==> src/common/pgef_consts.vh <==
`ifndef PGEF_CONSTS_VH
`define PGEF_CONSTS_VH
`define PGEF_OFF_GOOD_A 8'h37
`define PGEF_OFF_GOOD_B 8'h38
`define PGEF_OFF_FLAGS 8'h39
`define PGEF_OFF_MASKS 8'h3A
`define PGEF_ADDR_GOOD_A 12'h0DC
`define PGEF_ADDR_GOOD_B 12'h0E0
`define PGEF_ADDR_FLAGS 12'h0E4
`define PGEF_ADDR_MASKS 12'h0E8
`define PGEF_ADDR_CTRL 12'h100
`define PGEF_FLAGS_RST 8'h00
`define PGEF_MASKS_RST 8'hFF
`define PGEF_CTRL_RST 2'h0
`define PGEF_GOOD_B_RSVD 2'h0
`define PGEF_BIT_PIN1_FALL 7
`define PGEF_BIT_PIN1_RISE 6
`define PGEF_BIT_OVERTEMP 5
`define PGEF_BIT_HOLD_RISE 4
`define PGEF_BIT_BTN_LONG 3
`define PGEF_BIT_BTN_EVENT 2
`define PGEF_BIT_SUPPLY 1
`define PGEF_BIT_HOLD_FALL 0
`endif

==> src/design/pgef_edge.v <==
`timescale 1ns/100ps
module pgef_edge (
    clk,
    rstn,
    level,
    rise,
    fall
);
    input wire clk;
    input wire rstn;
    input wire level;
    output wire rise;
    output wire fall;
    reg last_ff;

    // Reset value 0 means a level already high at reset shows one rise.
    always @(posedge clk or negedge rstn) begin
        if (!rstn) begin
            last_ff <= 1'b0;
        end else begin
            last_ff <= level;
        end
    end
    assign rise = level & ~last_ff;
    assign fall = ~level & last_ff;
endmodule // pgef_edge

==> src/design/pgef_sync.v <==
`timescale 1ns/100ps
module pgef_sync #(
    parameter W = 1
) (
    clk,
    rstn,
    din,
    dout
);
    input wire clk;
    input wire rstn;
    input wire [W-1:0] din;
    output wire [W-1:0] dout;
    reg [W-1:0] stage1_ff;
    reg [W-1:0] stage2_ff;

    // Two flip-flops for every asynchronous input.
    always @(posedge clk or negedge rstn) begin
        if (!rstn) begin
            stage1_ff <= {W{1'b0}};
            stage2_ff <= {W{1'b0}};
        end else begin
            stage1_ff <= din;
            stage2_ff <= stage1_ff;
        end
    end
    assign dout = stage2_ff;
endmodule // pgef_sync

==> src/design/pgef_top.v <==
// Behaviour
// - Status A: bits 7..4 linear regs 4..1, bits 3..0 bucks 4..1.
// - Status B: linear regs 10..5 in bits 5..0, bits 7..6 read zero.
// - A good bit reads one while its regulator is in regulation.
// - A good bit reads zero when output is low or regulator disabled; here only linear bits are gated by enable, buck bits are not.
// - Linear good bit is invalid when enabled with input below 1 V.
// - Good registers ignore writes and clear on power-on reset.
// - Event flag layout fixed bit 7 down to 0, reset all zeros.
// - A set flag stays until software writes one to it.
// - Separate flags for rising and falling edges of pin 1.
// - Over-temperature warning sets its flag.
// - Separate flags for rising and falling edges of the hold input.
// - A detected long button press sets the long-press flag.
// - A detected button event sets the button-event flag.
// - Supply drop below selected threshold sets its flag, no delay.
// - Mask bits share flag positions; one masks, zero unmasks.
// - Mask register is read-write and resets to all ones.
//
// Chosen here: the APB interface to the registers.
`timescale 1ns/100ps
`include "pgef_consts.vh"
module pgef_top (
    clk,
    rstn,
    paddr,
    psel,
    penable,
    pwrite,
    pwdata,
    pstrb,
    prdata,
    pready,
    pslverr,
    buck1_good,
    buck2_good,
    buck3_good,
    buck4_good,
    linregGood,
    linregEnable,
    linregSupplyOk,
    general_pin_1,
    power_hold_input,
    die_overtemp,
    buttonEvent,
    buttonLong,
    supplyBelow,
    supply_threshold_select,
    irq
);
    input wire clk;
    input wire rstn;
    input wire [11:0] paddr;
    input wire psel;
    input wire penable;
    input wire pwrite;
    input wire [31:0] pwdata;
    input wire [3:0] pstrb;
    output reg [31:0] prdata;
    output reg pready;
    output reg pslverr;
    input wire buck1_good;
    input wire buck2_good;
    input wire buck3_good;
    input wire buck4_good;
    input wire [9:0] linregGood;
    input wire [9:0] linregEnable;
    input wire [9:0] linregSupplyOk;
    input wire general_pin_1;
    input wire power_hold_input;
    input wire die_overtemp;
    input wire buttonEvent;
    input wire buttonLong;
    input wire [3:0] supplyBelow;
    output wire [1:0] supply_threshold_select;
    output reg irq;

    reg [7:0] goodA_ff;
    reg [7:0] goodB_ff;
    reg [7:0] flags_ff;
    reg [7:0] masks_ff;
    reg [1:0] thrSel_ff;
    reg [9:0] linValid_ff;
    reg overtempLast_ff;
    reg btnLast_ff;
    reg longLast_ff;
    reg [7:0] nxt_flags;
    reg [7:0] events;
    reg [31:0] nxt_rdata;
    reg nxt_err;
    wire [3:0] buckSync;
    wire [9:0] linSync;
    wire [9:0] linEnSync;
    wire [9:0] linSupSync;
    wire [7:0] evSync;
    wire pinRise;
    wire pinFall;
    wire holdRise;
    wire holdFall;
    wire supplyNow;
    wire access;
    wire wrAccess;
    wire [9:0] linGood;
    wire [7:0] wrByte;

    function addrHit;
        input [11:0] a;
        input [11:0] b;
        begin
            addrHit = (a == b);
        end
    endfunction

    pgef_sync #(.W(4)) u_syncBuck (
        .clk(clk),
        .rstn(rstn),
        .din({buck4_good, buck3_good, buck2_good, buck1_good}),
        .dout(buckSync)
    );
    pgef_sync #(.W(10)) u_syncLin (
        .clk(clk),
        .rstn(rstn),
        .din(linregGood),
        .dout(linSync)
    );
    pgef_sync #(.W(10)) u_syncLinEn (
        .clk(clk),
        .rstn(rstn),
        .din(linregEnable),
        .dout(linEnSync)
    );
    pgef_sync #(.W(10)) u_syncLinSup (
        .clk(clk),
        .rstn(rstn),
        .din(linregSupplyOk),
        .dout(linSupSync)
    );
    pgef_sync #(.W(8)) u_syncEv (
        .clk(clk),
        .rstn(rstn),
        .din({general_pin_1, power_hold_input, die_overtemp, buttonEvent,
            buttonLong, supplyBelow[0], supplyBelow[1], 1'b0}),
        .dout(evSync)
    );
    pgef_edge u_pinEdge (
        .clk(clk),
        .rstn(rstn),
        .level(evSync[7]),
        .rise(pinRise),
        .fall(pinFall)
    );
    pgef_edge u_holdEdge (
        .clk(clk),
        .rstn(rstn),
        .level(evSync[6]),
        .rise(holdRise),
        .fall(holdFall)
    );

    reg [3:0] supSync1_ff;
    reg [3:0] supSync2_ff;
    reg supplyLast_ff;
    // The comparator of the selected threshold is watched for its drop.
    always @(posedge clk or negedge rstn) begin
        if (!rstn) begin
            supSync1_ff <= 4'h0;
            supSync2_ff <= 4'h0;
        end else begin
            supSync1_ff <= supplyBelow;
            supSync2_ff <= supSync1_ff;
        end
    end
    assign supplyNow = supSync2_ff[thrSel_ff];
    assign supply_threshold_select = thrSel_ff;

    // Linear good bits follow comparators; zero if disabled.
    assign linGood = linSync & linEnSync;

    assign access = psel & penable;
    assign wrAccess = access & pwrite;
    assign wrByte = pstrb[0] ? pwdata[7:0] : 8'h00;

    always @* begin
        events = 8'h00;
        events[`PGEF_BIT_PIN1_FALL] = pinFall;
        events[`PGEF_BIT_PIN1_RISE] = pinRise;
        events[`PGEF_BIT_OVERTEMP] = evSync[5] & ~overtempLast_ff;
        events[`PGEF_BIT_HOLD_RISE] = holdRise;
        events[`PGEF_BIT_BTN_LONG] = evSync[3] & ~longLast_ff;
        events[`PGEF_BIT_BTN_EVENT] = evSync[4] & ~btnLast_ff;
        events[`PGEF_BIT_SUPPLY] = supplyNow & ~supplyLast_ff;
        events[`PGEF_BIT_HOLD_FALL] = holdFall;
    end

    always @* begin
        nxt_flags = flags_ff;
        if (wrAccess && !pready && addrHit(paddr, `PGEF_ADDR_FLAGS)) begin
            nxt_flags = flags_ff & ~wrByte;
        end
        nxt_flags = nxt_flags | events;
    end

    always @* begin
        nxt_rdata = 32'h00000000;
        nxt_err = 1'b0;
        case (paddr)
            `PGEF_ADDR_GOOD_A: nxt_rdata[7:0] = goodA_ff;
            `PGEF_ADDR_GOOD_B: nxt_rdata[7:0] = goodB_ff;
            `PGEF_ADDR_FLAGS: nxt_rdata[7:0] = flags_ff;
            `PGEF_ADDR_MASKS: nxt_rdata[7:0] = masks_ff;
            `PGEF_ADDR_CTRL: nxt_rdata[1:0] = thrSel_ff;
            default: nxt_err = 1'b1;
        endcase
    end

    always @(posedge clk or negedge rstn) begin
        if (!rstn) begin
            goodA_ff <= 8'h00;
            goodB_ff <= 8'h00;
            flags_ff <= `PGEF_FLAGS_RST;
            masks_ff <= `PGEF_MASKS_RST;
            thrSel_ff <= `PGEF_CTRL_RST;
            linValid_ff <= 10'h000;
            overtempLast_ff <= 1'b0;
            btnLast_ff <= 1'b0;
            longLast_ff <= 1'b0;
            supplyLast_ff <= 1'b0;
            prdata <= 32'h00000000;
            pready <= 1'b0;
            pslverr <= 1'b0;
            irq <= 1'b0;
        end else begin
            // Writes never reach the good registers.
            goodA_ff <= {linGood[3:0], buckSync & 4'hF};
            goodB_ff <= {`PGEF_GOOD_B_RSVD, linGood[9:4]};
            // Validity of each linear bit, shown nowhere but kept for use.
            linValid_ff <= ~linEnSync | linSupSync;
            overtempLast_ff <= evSync[5];
            btnLast_ff <= evSync[4];
            longLast_ff <= evSync[3];
            supplyLast_ff <= supplyNow;
            flags_ff <= nxt_flags;
            if (wrAccess && !pready && pstrb[0]) begin
                if (addrHit(paddr, `PGEF_ADDR_MASKS)) begin
                    masks_ff <= pwdata[7:0];
                end
                if (addrHit(paddr, `PGEF_ADDR_CTRL)) begin
                    thrSel_ff <= pwdata[1:0];
                end
            end
            pready <= access & ~pready;
            pslverr <= access & ~pready & nxt_err;
            if (access && !pready && !pwrite) begin
                prdata <= nxt_rdata;
            end
            irq <= |(nxt_flags & ~masks_ff);
        end
    end
endmodule // pgef_top

==> config.mk <==
export PLATFORM = sky130hd
export DESIGN_NAME = pgef_top
export DESIGN_NICKNAME = d
export VERILOG_FILES = /design/src/design/pgef_edge.v /design/src/design/pgef_sync.v /design/src/design/pgef_top.v
export VERILOG_INCLUDE_DIRS = /design/src /design/src/common
export SDC_FILE = /design/constraint.sdc
export NUM_CORES = 1
export LEC_CHECK = 0
export BUFFER_PORTS_ARGS = -buffer_cell sky130_fd_sc_hd__buf_2
export CAP_MARGIN = 0
export CORE_ASPECT_RATIO = 1.2
export CORE_UTILIZATION = 40
export DETAILED_ROUTE_END_ITERATION = 6
export GPL_TIMING_DRIVEN = 1
export PLACE_DENSITY = 0.71
export SLEW_MARGIN = 40
export SYNTH_ARGS = -nofsm -noshare
export SYNTH_HDL_FRONTEND = slang
export SYNTH_SLANG_ARGS = --single-unit
==> constraint.sdc <==
create_clock -name clk -period 4 [get_ports clk]
set_input_delay 0.6 -clock clk [delete_from_list [all_inputs] [get_ports clk]]
set_output_delay 0.6 -clock clk [all_outputs]
set_load 0.05 [all_outputs]
==> results.md, run 1 <==
- # resized after CTS: 0
- Gr usage total: 14.60%
- Pre-Repair DR Iteration Count: 4
- Drt drc: 0
- Chip height: 112.4 um
- Inserted Diodes: 0
- Final design utilization: 52.39%
- Worst Setup End Kind: flip-flop
- Seq cells post-synth: 115
- Max Cap Violations: 0
- Die area: 10570 um2
- Worst-path clk slew: 0.05 ns
- PortBufs: 71
- Post-synthesis cell area: 4063 um2
- Fmax: 420.4 MHz
- Crit-path max FO: 8
- Setup violations, final: 0
- Via count: 2307
- Layout cell share with drive strength beyond 1: 34.65%
- Gpl congestion: 0.7830
- Initial Util: 41.84%
- Final ANT Viol Nets: 0
- Largest net degree at the start of global routing: 87
- Clock Skew: 0.007356 ns
- Iter 0 DRT Violations: 111
- Worst vdd ir: 0.3419 mV
- Critical path class: input pin to flip-flop
- Final hold vios: 0
- Nets: 464
- Chip Width: 94 um
- Post-synth EDFFs: 0
- Cells after Synth: 280
- Required @ worst endpoint: 4.27 ns
- Leakage power: 2.402 nW
- Max Buffers Root-to-Sink: 2
- Worst slew pin tran: 0.7042 ns
- Post-CTS Setup Inserts: 0
- Synth cell types: 48
- Unrepaired setup endpoints after global routing: false
- Commonest cells post-synth: 107 x dfrtp_1, 25 x buf_4, 17 x nand2_1
- # rows: 39
- CTS Root Cell: clkbuf_16
- Num CTS Buffers: 17
- Pwr dens: 567.2 nW/um2
- CP startpoint kind: input pin
- Worst Path Arrival: 2.65 ns
- Post-synthesis sequential area ratio: 71.08%
- H-tree depth: 4
- Tcrit/Tclk final: 59.47%
- First-pass GRT wire length: 11180 um
- Final slew viol count: 0
- Yosys warns: 0
- Asr flop ratio synth: 100.0%
- Worst reg2reg setup slack: 2.15 ns
- Avg WL per Cell: 13.21 um
- GR Overflow Total: 0
- Worst-Skew Late Latency: 0.40 ns
- Synth top area share: 65.91%
- Class of the worst hold path: input pin to asynchronous set/reset pin
- Via/cell ratio: 4.577
- Hpwl dp: 4410 um
- Min Clock Period, post-route: 2.379 ns
- I/O Pins: 133
- Top-count cell post-synth: dfrtp_1
- Status: complete, no violations
- Vias in the first global route: 2361
- Slew margin rel.: 52.70%
- Hold Buf Count CTS: 0
- Core box area: 9711 um2
- Fillers: 816
- Final WL: 6659 um
- Initial antenna violation count: 0
- Ys flop type: dfrtp_1
- Cell taking the most area after synthesis: dfrtp_1
- Sink Count: 115
- CTS tree: built
- Avg Cell Area, Syn: 14.51 um2
- Dominant cells by area after synthesis: dfrtp_1 66%, dfstp_2 5.2%, buf_4 4.6%
- Setup tns final: 0 ns
- Layout Area Growth over Synthesis: 25.22%
[cell families (layout without fill, tap and decap cells)]
family	count (synthesis)	count (layout)	share of synthesized area [%]
buffers and inverters	38	116	6.006
other	1	24	0.09230
and+or+nand+nor	73	73	11.80
AOI/OAI and AO/OA	44	44	8.253
muxes	9	9	2.772
DFF	115	115	71.08
[layer usage]
metal | up-vias | global-route usage (%) | share of wire, %
met2 | 80 | 21.90 | 48
met4 | 0 | 8.205 | 1.5
met3 | 9 | 6.504 | 6.1
met5 | - | 0 | 0
li1 | 1103 | - | -
met1 | 1115 | 17.42 | 45
[critical path: stages]
cell     delay, ns
buf_2         0.11
or4_4         0.57
nor4_4        0.53
buf_4         0.25
and2_1        0.33
a211o_1       0.18
nand4_1       0.09
[placed cells by master (no fill, tap or decap), types with 3 or more instances in the layout]
| cell type | netlist | final |
|---|---|---|
| nor4_4 | 3 | 3 |
| nor2_1 | 9 | 9 |
| a222oi_1 | 4 | 4 |
| a221oi_1 | 3 | 3 |
| inv_1 | 10 | 10 |
| o21ai_0 | 3 | 3 |
| o21ai_1 | 6 | 6 |
| dfrtp_1 | 107 | 107 |
| a21oi_1 | 5 | 5 |
| buf_2 | 0 | 70 |
| dfstp_2 | 8 | 8 |
| nor3b_1 | 4 | 4 |
| mux2_2 | 8 | 8 |
| nand2b_1 | 3 | 3 |
| and2_1 | 11 | 11 |
| clkbuf_8 | 0 | 4 |
| a22o_1 | 7 | 7 |
| clkinv_2 | 0 | 5 |
| conb_1 | 1 | 24 |
| bufinv_16 | 0 | 3 |
| nor2b_1 | 7 | 7 |
| nand2_1 | 17 | 17 |
| clkbuf_16 | 0 | 17 |
| buf_4 | 25 | 3 |
[final timing paths]
check,startpoint,end,cells after the start
hold reg to reg,u_syncLinEn.stage1_ff[5],u_syncLinEn.dout[5],0
max in group asynchronous,rstn,u_syncBuck.dout[3],2
setup / recovery,paddr[3],irq,7
hold / removal,rstn,u_syncLinEn.dout[9],1
setup reg to reg,pready,irq,5
min in group clk,linregEnable[1],u_syncLinEn.stage1_ff[1],1
[metrics by stage]
step	hold WS [ns]	power (mW)	worst slack, ns	cell area (um2)	cells
finish	0.2227	2.886	1.621	5087	504
detailed placement	0.3347	1.406	1.217	4481	472
global placement	0.3330	1.400	1.156	4477	472
global route	0.2782	3.000	1.526	5087	504
CTS	0.2755	2.923	1.615	5085	504
floorplan	0.3044	1.354	1.864	4149	303
[layout make-up]
type	instances	area (um2)	share of cell area (%)
Timing Repair Buffer	74	386.6	7.600
Sequential cell	115	2888	56.76
Clock buffer	22	474.2	9.321
Multi-Input combinational cell	150	1017	20.00
Inverter	10	37.54	0.7378
Clock inverter	10	130.1	2.558
Tap cell	123	153.9	3.025
[power by group]
group          leakage [nW]  internal, mW  switching, mW
logic                 0.780        0.0390          0.116
clock network         0.296          1.02          0.480
registers              1.33          1.21         0.0149
total                  2.40          2.27          0.611
[registers in the layout, summed over array words and instances (netlist names), 5 cells and up]
name                   cells
flags_ff                   8
goodA_ff                   8
u_syncEv.dout              5
u_syncLinEn.stage1_ff     10
u_syncLinEn.dout          10
prdata                     8
masks_ff                   8
u_syncLin.stage1_ff       10
u_syncEv.stage1_ff         5
u_syncLin.dout            10
goodB_ff                   6
Power figures use the tool's default switching activity.
==> inputs of run 2 (changes only) <==
Settings changed: PLACE_DENSITY 0.71 to 0.73.
Clock period 4 ns to 1.9 ns, I/O delays scaled along.
==> run 2 against run 1 <==
Non-clock buffer count up 50; hold slack worse by 0.078 ns; clock skew up 0.0032 ns; cell area up 9.4%; global-route usage up 1.1 points; sequential cell count unchanged; combinational power rose to 2.6 times the previous value; largest power group unchanged.
==> results.md, run 2 (synthesis gave the netlist of run 1 again) <==
- Worst-Skew Late Latency: 0.40 ns (about the same)
- Tcrit/Tclk final: 92.20%
- Avg WL per Cell: 13.33 um (+0.86%)
- Logic pwr share: 6.5% (+1.1 points)
- Worst hold start: pwdata[3]
- Gr usage total: 15.66% (+1.1 points)
- Worst Path Arrival: 2.00 ns (-0.65 ns)
- Worst vdd ir: 0.6203 mV (+81%)
- Largest net degree at the start of global routing: 51 (-41%)
- Via count: 2554 (+11%)
- Max Buffers Root-to-Sink: 2 (unchanged)
- Hold Buf Count CTS: 34 (+34)
- Post-CTS Setup Inserts: 0 (unchanged)
- Vias in the first global route: 2726 (+15%)
- Met3 Usage GRT: 4.810% (-1.7 points)
- Critical path's largest stage delay: 0.56 ns (about the same)
- Layout cell share with drive strength beyond 1: 34.65% (about the same)
- RR Startpoint: supply_threshold_select[0]
- Switching Fraction: 21.06% (-0.12 points)
- PortBufs: 71 (unchanged)
- Fmax: 570.9 MHz
- Initial Util: 41.84% (unchanged)
- Setup violations, final: 0 (unchanged)
- Most common cell after layout, fill and taps aside: dfrtp_1
- Leakage power: 2.635 nW (+9.7%)
- Crit-path max FO: 3 (-5)
- I/O Pins: 133 (unchanged)
- Sink Count: 115 (unchanged)
- CP startpoint kind: flip-flop
- GR Overflow Total: 0 (unchanged)
- Inserted Diodes: 0 (unchanged)
- Most frequent cells in the layout: 106 x dfrtp_1, 70 x buf_2, 34 x dlygate4sd3_1
- First-pass GRT wire length: 12320 um (+10%)
- Layout Area Growth over Synthesis: 36.99%
- Required @ worst endpoint: 2.15 ns (-2.12 ns)
- Min Clock Period, post-route: 1.752 ns
- Met1 usage: 18.47% (+1.1 points)
- Pre-Repair DR Iteration Count: 4 (unchanged)
- Inst Count DP: 488 (+3.4%)
- Status: complete, no violations
- H-tree depth: 4 (unchanged)
- Final ANT Viol Nets: 0 (unchanged)
- Worst R2R Path Depth: 5 (unchanged)
- Drt drc: 0 (unchanged)
- Critical path class: flip-flop to flip-flop
- Core box area: 9711 um2 (unchanged)
- Max Cap Violations: 0 (unchanged)
- Worst-path clk slew: 0.05 ns (about the same)
- NetSw: 1.291 mW (+110%)
- M2 GR Usage: 25.79% (+3.9 points)
- CTS Root Cell: clkbuf_16
- Clock power share: 51.3% (-0.7 points)
- Class of the worst hold path: input pin to flip-flop
- Hpwl dp: 4860 um (+10%)
- Chip Width: 94 um (unchanged)
- Final WL: 7369 um (+11%)
- Hold depth: 2
- Num CTS Buffers: 17 (unchanged)
- Die area: 10570 um2 (unchanged)
- # rows: 39 (unchanged)
- Clock Skew: 0.01057 ns (+0.003213 ns)
- Nets: 514 (+11%)
- Iter 0 DRT Violations: 141 (+27%)
- Hold Crit Endpoint: masks_ff[3]
- Crit-path slowest cell: mux4_2
- Worst Setup End Kind: flip-flop
- Gpl congestion: 0.8224 (+5.0%)
- Unrepaired setup endpoints after global routing: false
- Final hold vios: 0 (unchanged)
- Initial antenna violation count: 0 (unchanged)
- P_int: 4.840 mW (+110%)
- Final slew viol count: 0 (unchanged)
- Via/cell ratio: 4.618 (+0.90%)
- Flop pwr share: 42.2% (-0.4 points)
- Setup tns final: 0 ns (unchanged)
- Worst reg2reg setup slack: 0.15 ns (-2.00 ns)
- Chip height: 112.4 um (unchanged)
- Worst R2R End: irq
- Most used routing layer: met2
- Layout Cells excl Fill: 553 (+9.7%)
- Pwr dens: 1102 nW/um2 (+94%)
- CP Cell Sequence: mux4_2 -> nand2_1 -> o2111ai_1 -> a211oi_2 -> nand4_1
- CTS tree: built
- # resized after CTS: 0 (unchanged)
-- run 2: cell types whose count changed in the layout (fill, tap and decap cells not counted) --
cell / before / now
buf_4: 3 / 18
dfrtp_1: 107 / 106
buf_12: 0 / 2
clkbuf_8: 4 / 3
dfrtp_2: 0 / 1
clkbuf_1: 2 / 1
clkinv_4: 0 / 1
dlygate4sd3_1: 0 / 34
clkinvlp_4: 2 / 1
-- run 2: final cells by class --
type | count | area [um2]
tap | 123 | 153.9
clock buffer | 21 | 470.5
multi-input combinational | 150 | 1017
sequential | 115 | 2889
timing repair buffer | 124 | 865.8
clock inverter | 10 | 131.4
inverter | 10 | 37.54
fill | 782 | 4145
-- run 2: metrics by stage --
step	setup WS [ns]	power [mW]	cell area [um2]	hold slack, ns	utilization [%]
finish	0.1482	6.130	5565	0.1442	57.31
global route	0.04727	6.355	5565	0.1441	57.31
detailed placement	-0.2075	2.976	4623	0.2555	47.61
CTS	0.1181	6.199	5565	0.1299	57.31
floorplan	0.01222	2.850	4150	-0.01059	-
global placement	-0.1583	2.963	4623	0.2529	47.61
-- run 2: metal layers --
metal	up-vias	part of all wire, %
met5	-	0
met4	0	2.0
met3	11	5.6
met2	103	52
met1	1234	41
li1	1206	-
-- run 2: power groups by stage --
| stage | logic (mW) | clock network (mW) | registers, mW |
|---|---|---|---|
| floorplan | 0.194 | 0 | 2.66 |
| global placement | 0.337 | 0 | 2.63 |
| detailed placement | 0.346 | 0 | 2.63 |
| CTS | 0.399 | 3.21 | 2.59 |
| global route | 0.429 | 3.33 | 2.60 |
| finish | 0.396 | 3.14 | 2.59 |
-- run 2: how the worst max path moves through the flow --
stage,from,end,slack (ns),depth (start not counted)
2_1_floorplan,pready,flags_ff[2],0.01,8
3_3_place_gp,paddr[3],irq,-0.16,7
3_5_place_dp,paddr[3],irq,-0.21,7
4_1_cts,supply_threshold_select[0],irq,0.12,5
5_1_grt,supply_threshold_select[0],irq,0.05,5
6_report,supply_threshold_select[0],irq,0.15,5
-- run 2: critical path: cells and delay by family, from the launching register on --
kind	cells	cell delay (ns)
muxes	1	0.56
DFF	1	0.39
AOI/OAI and AO/OA	2	0.38
and+or+nand+nor	2	0.27
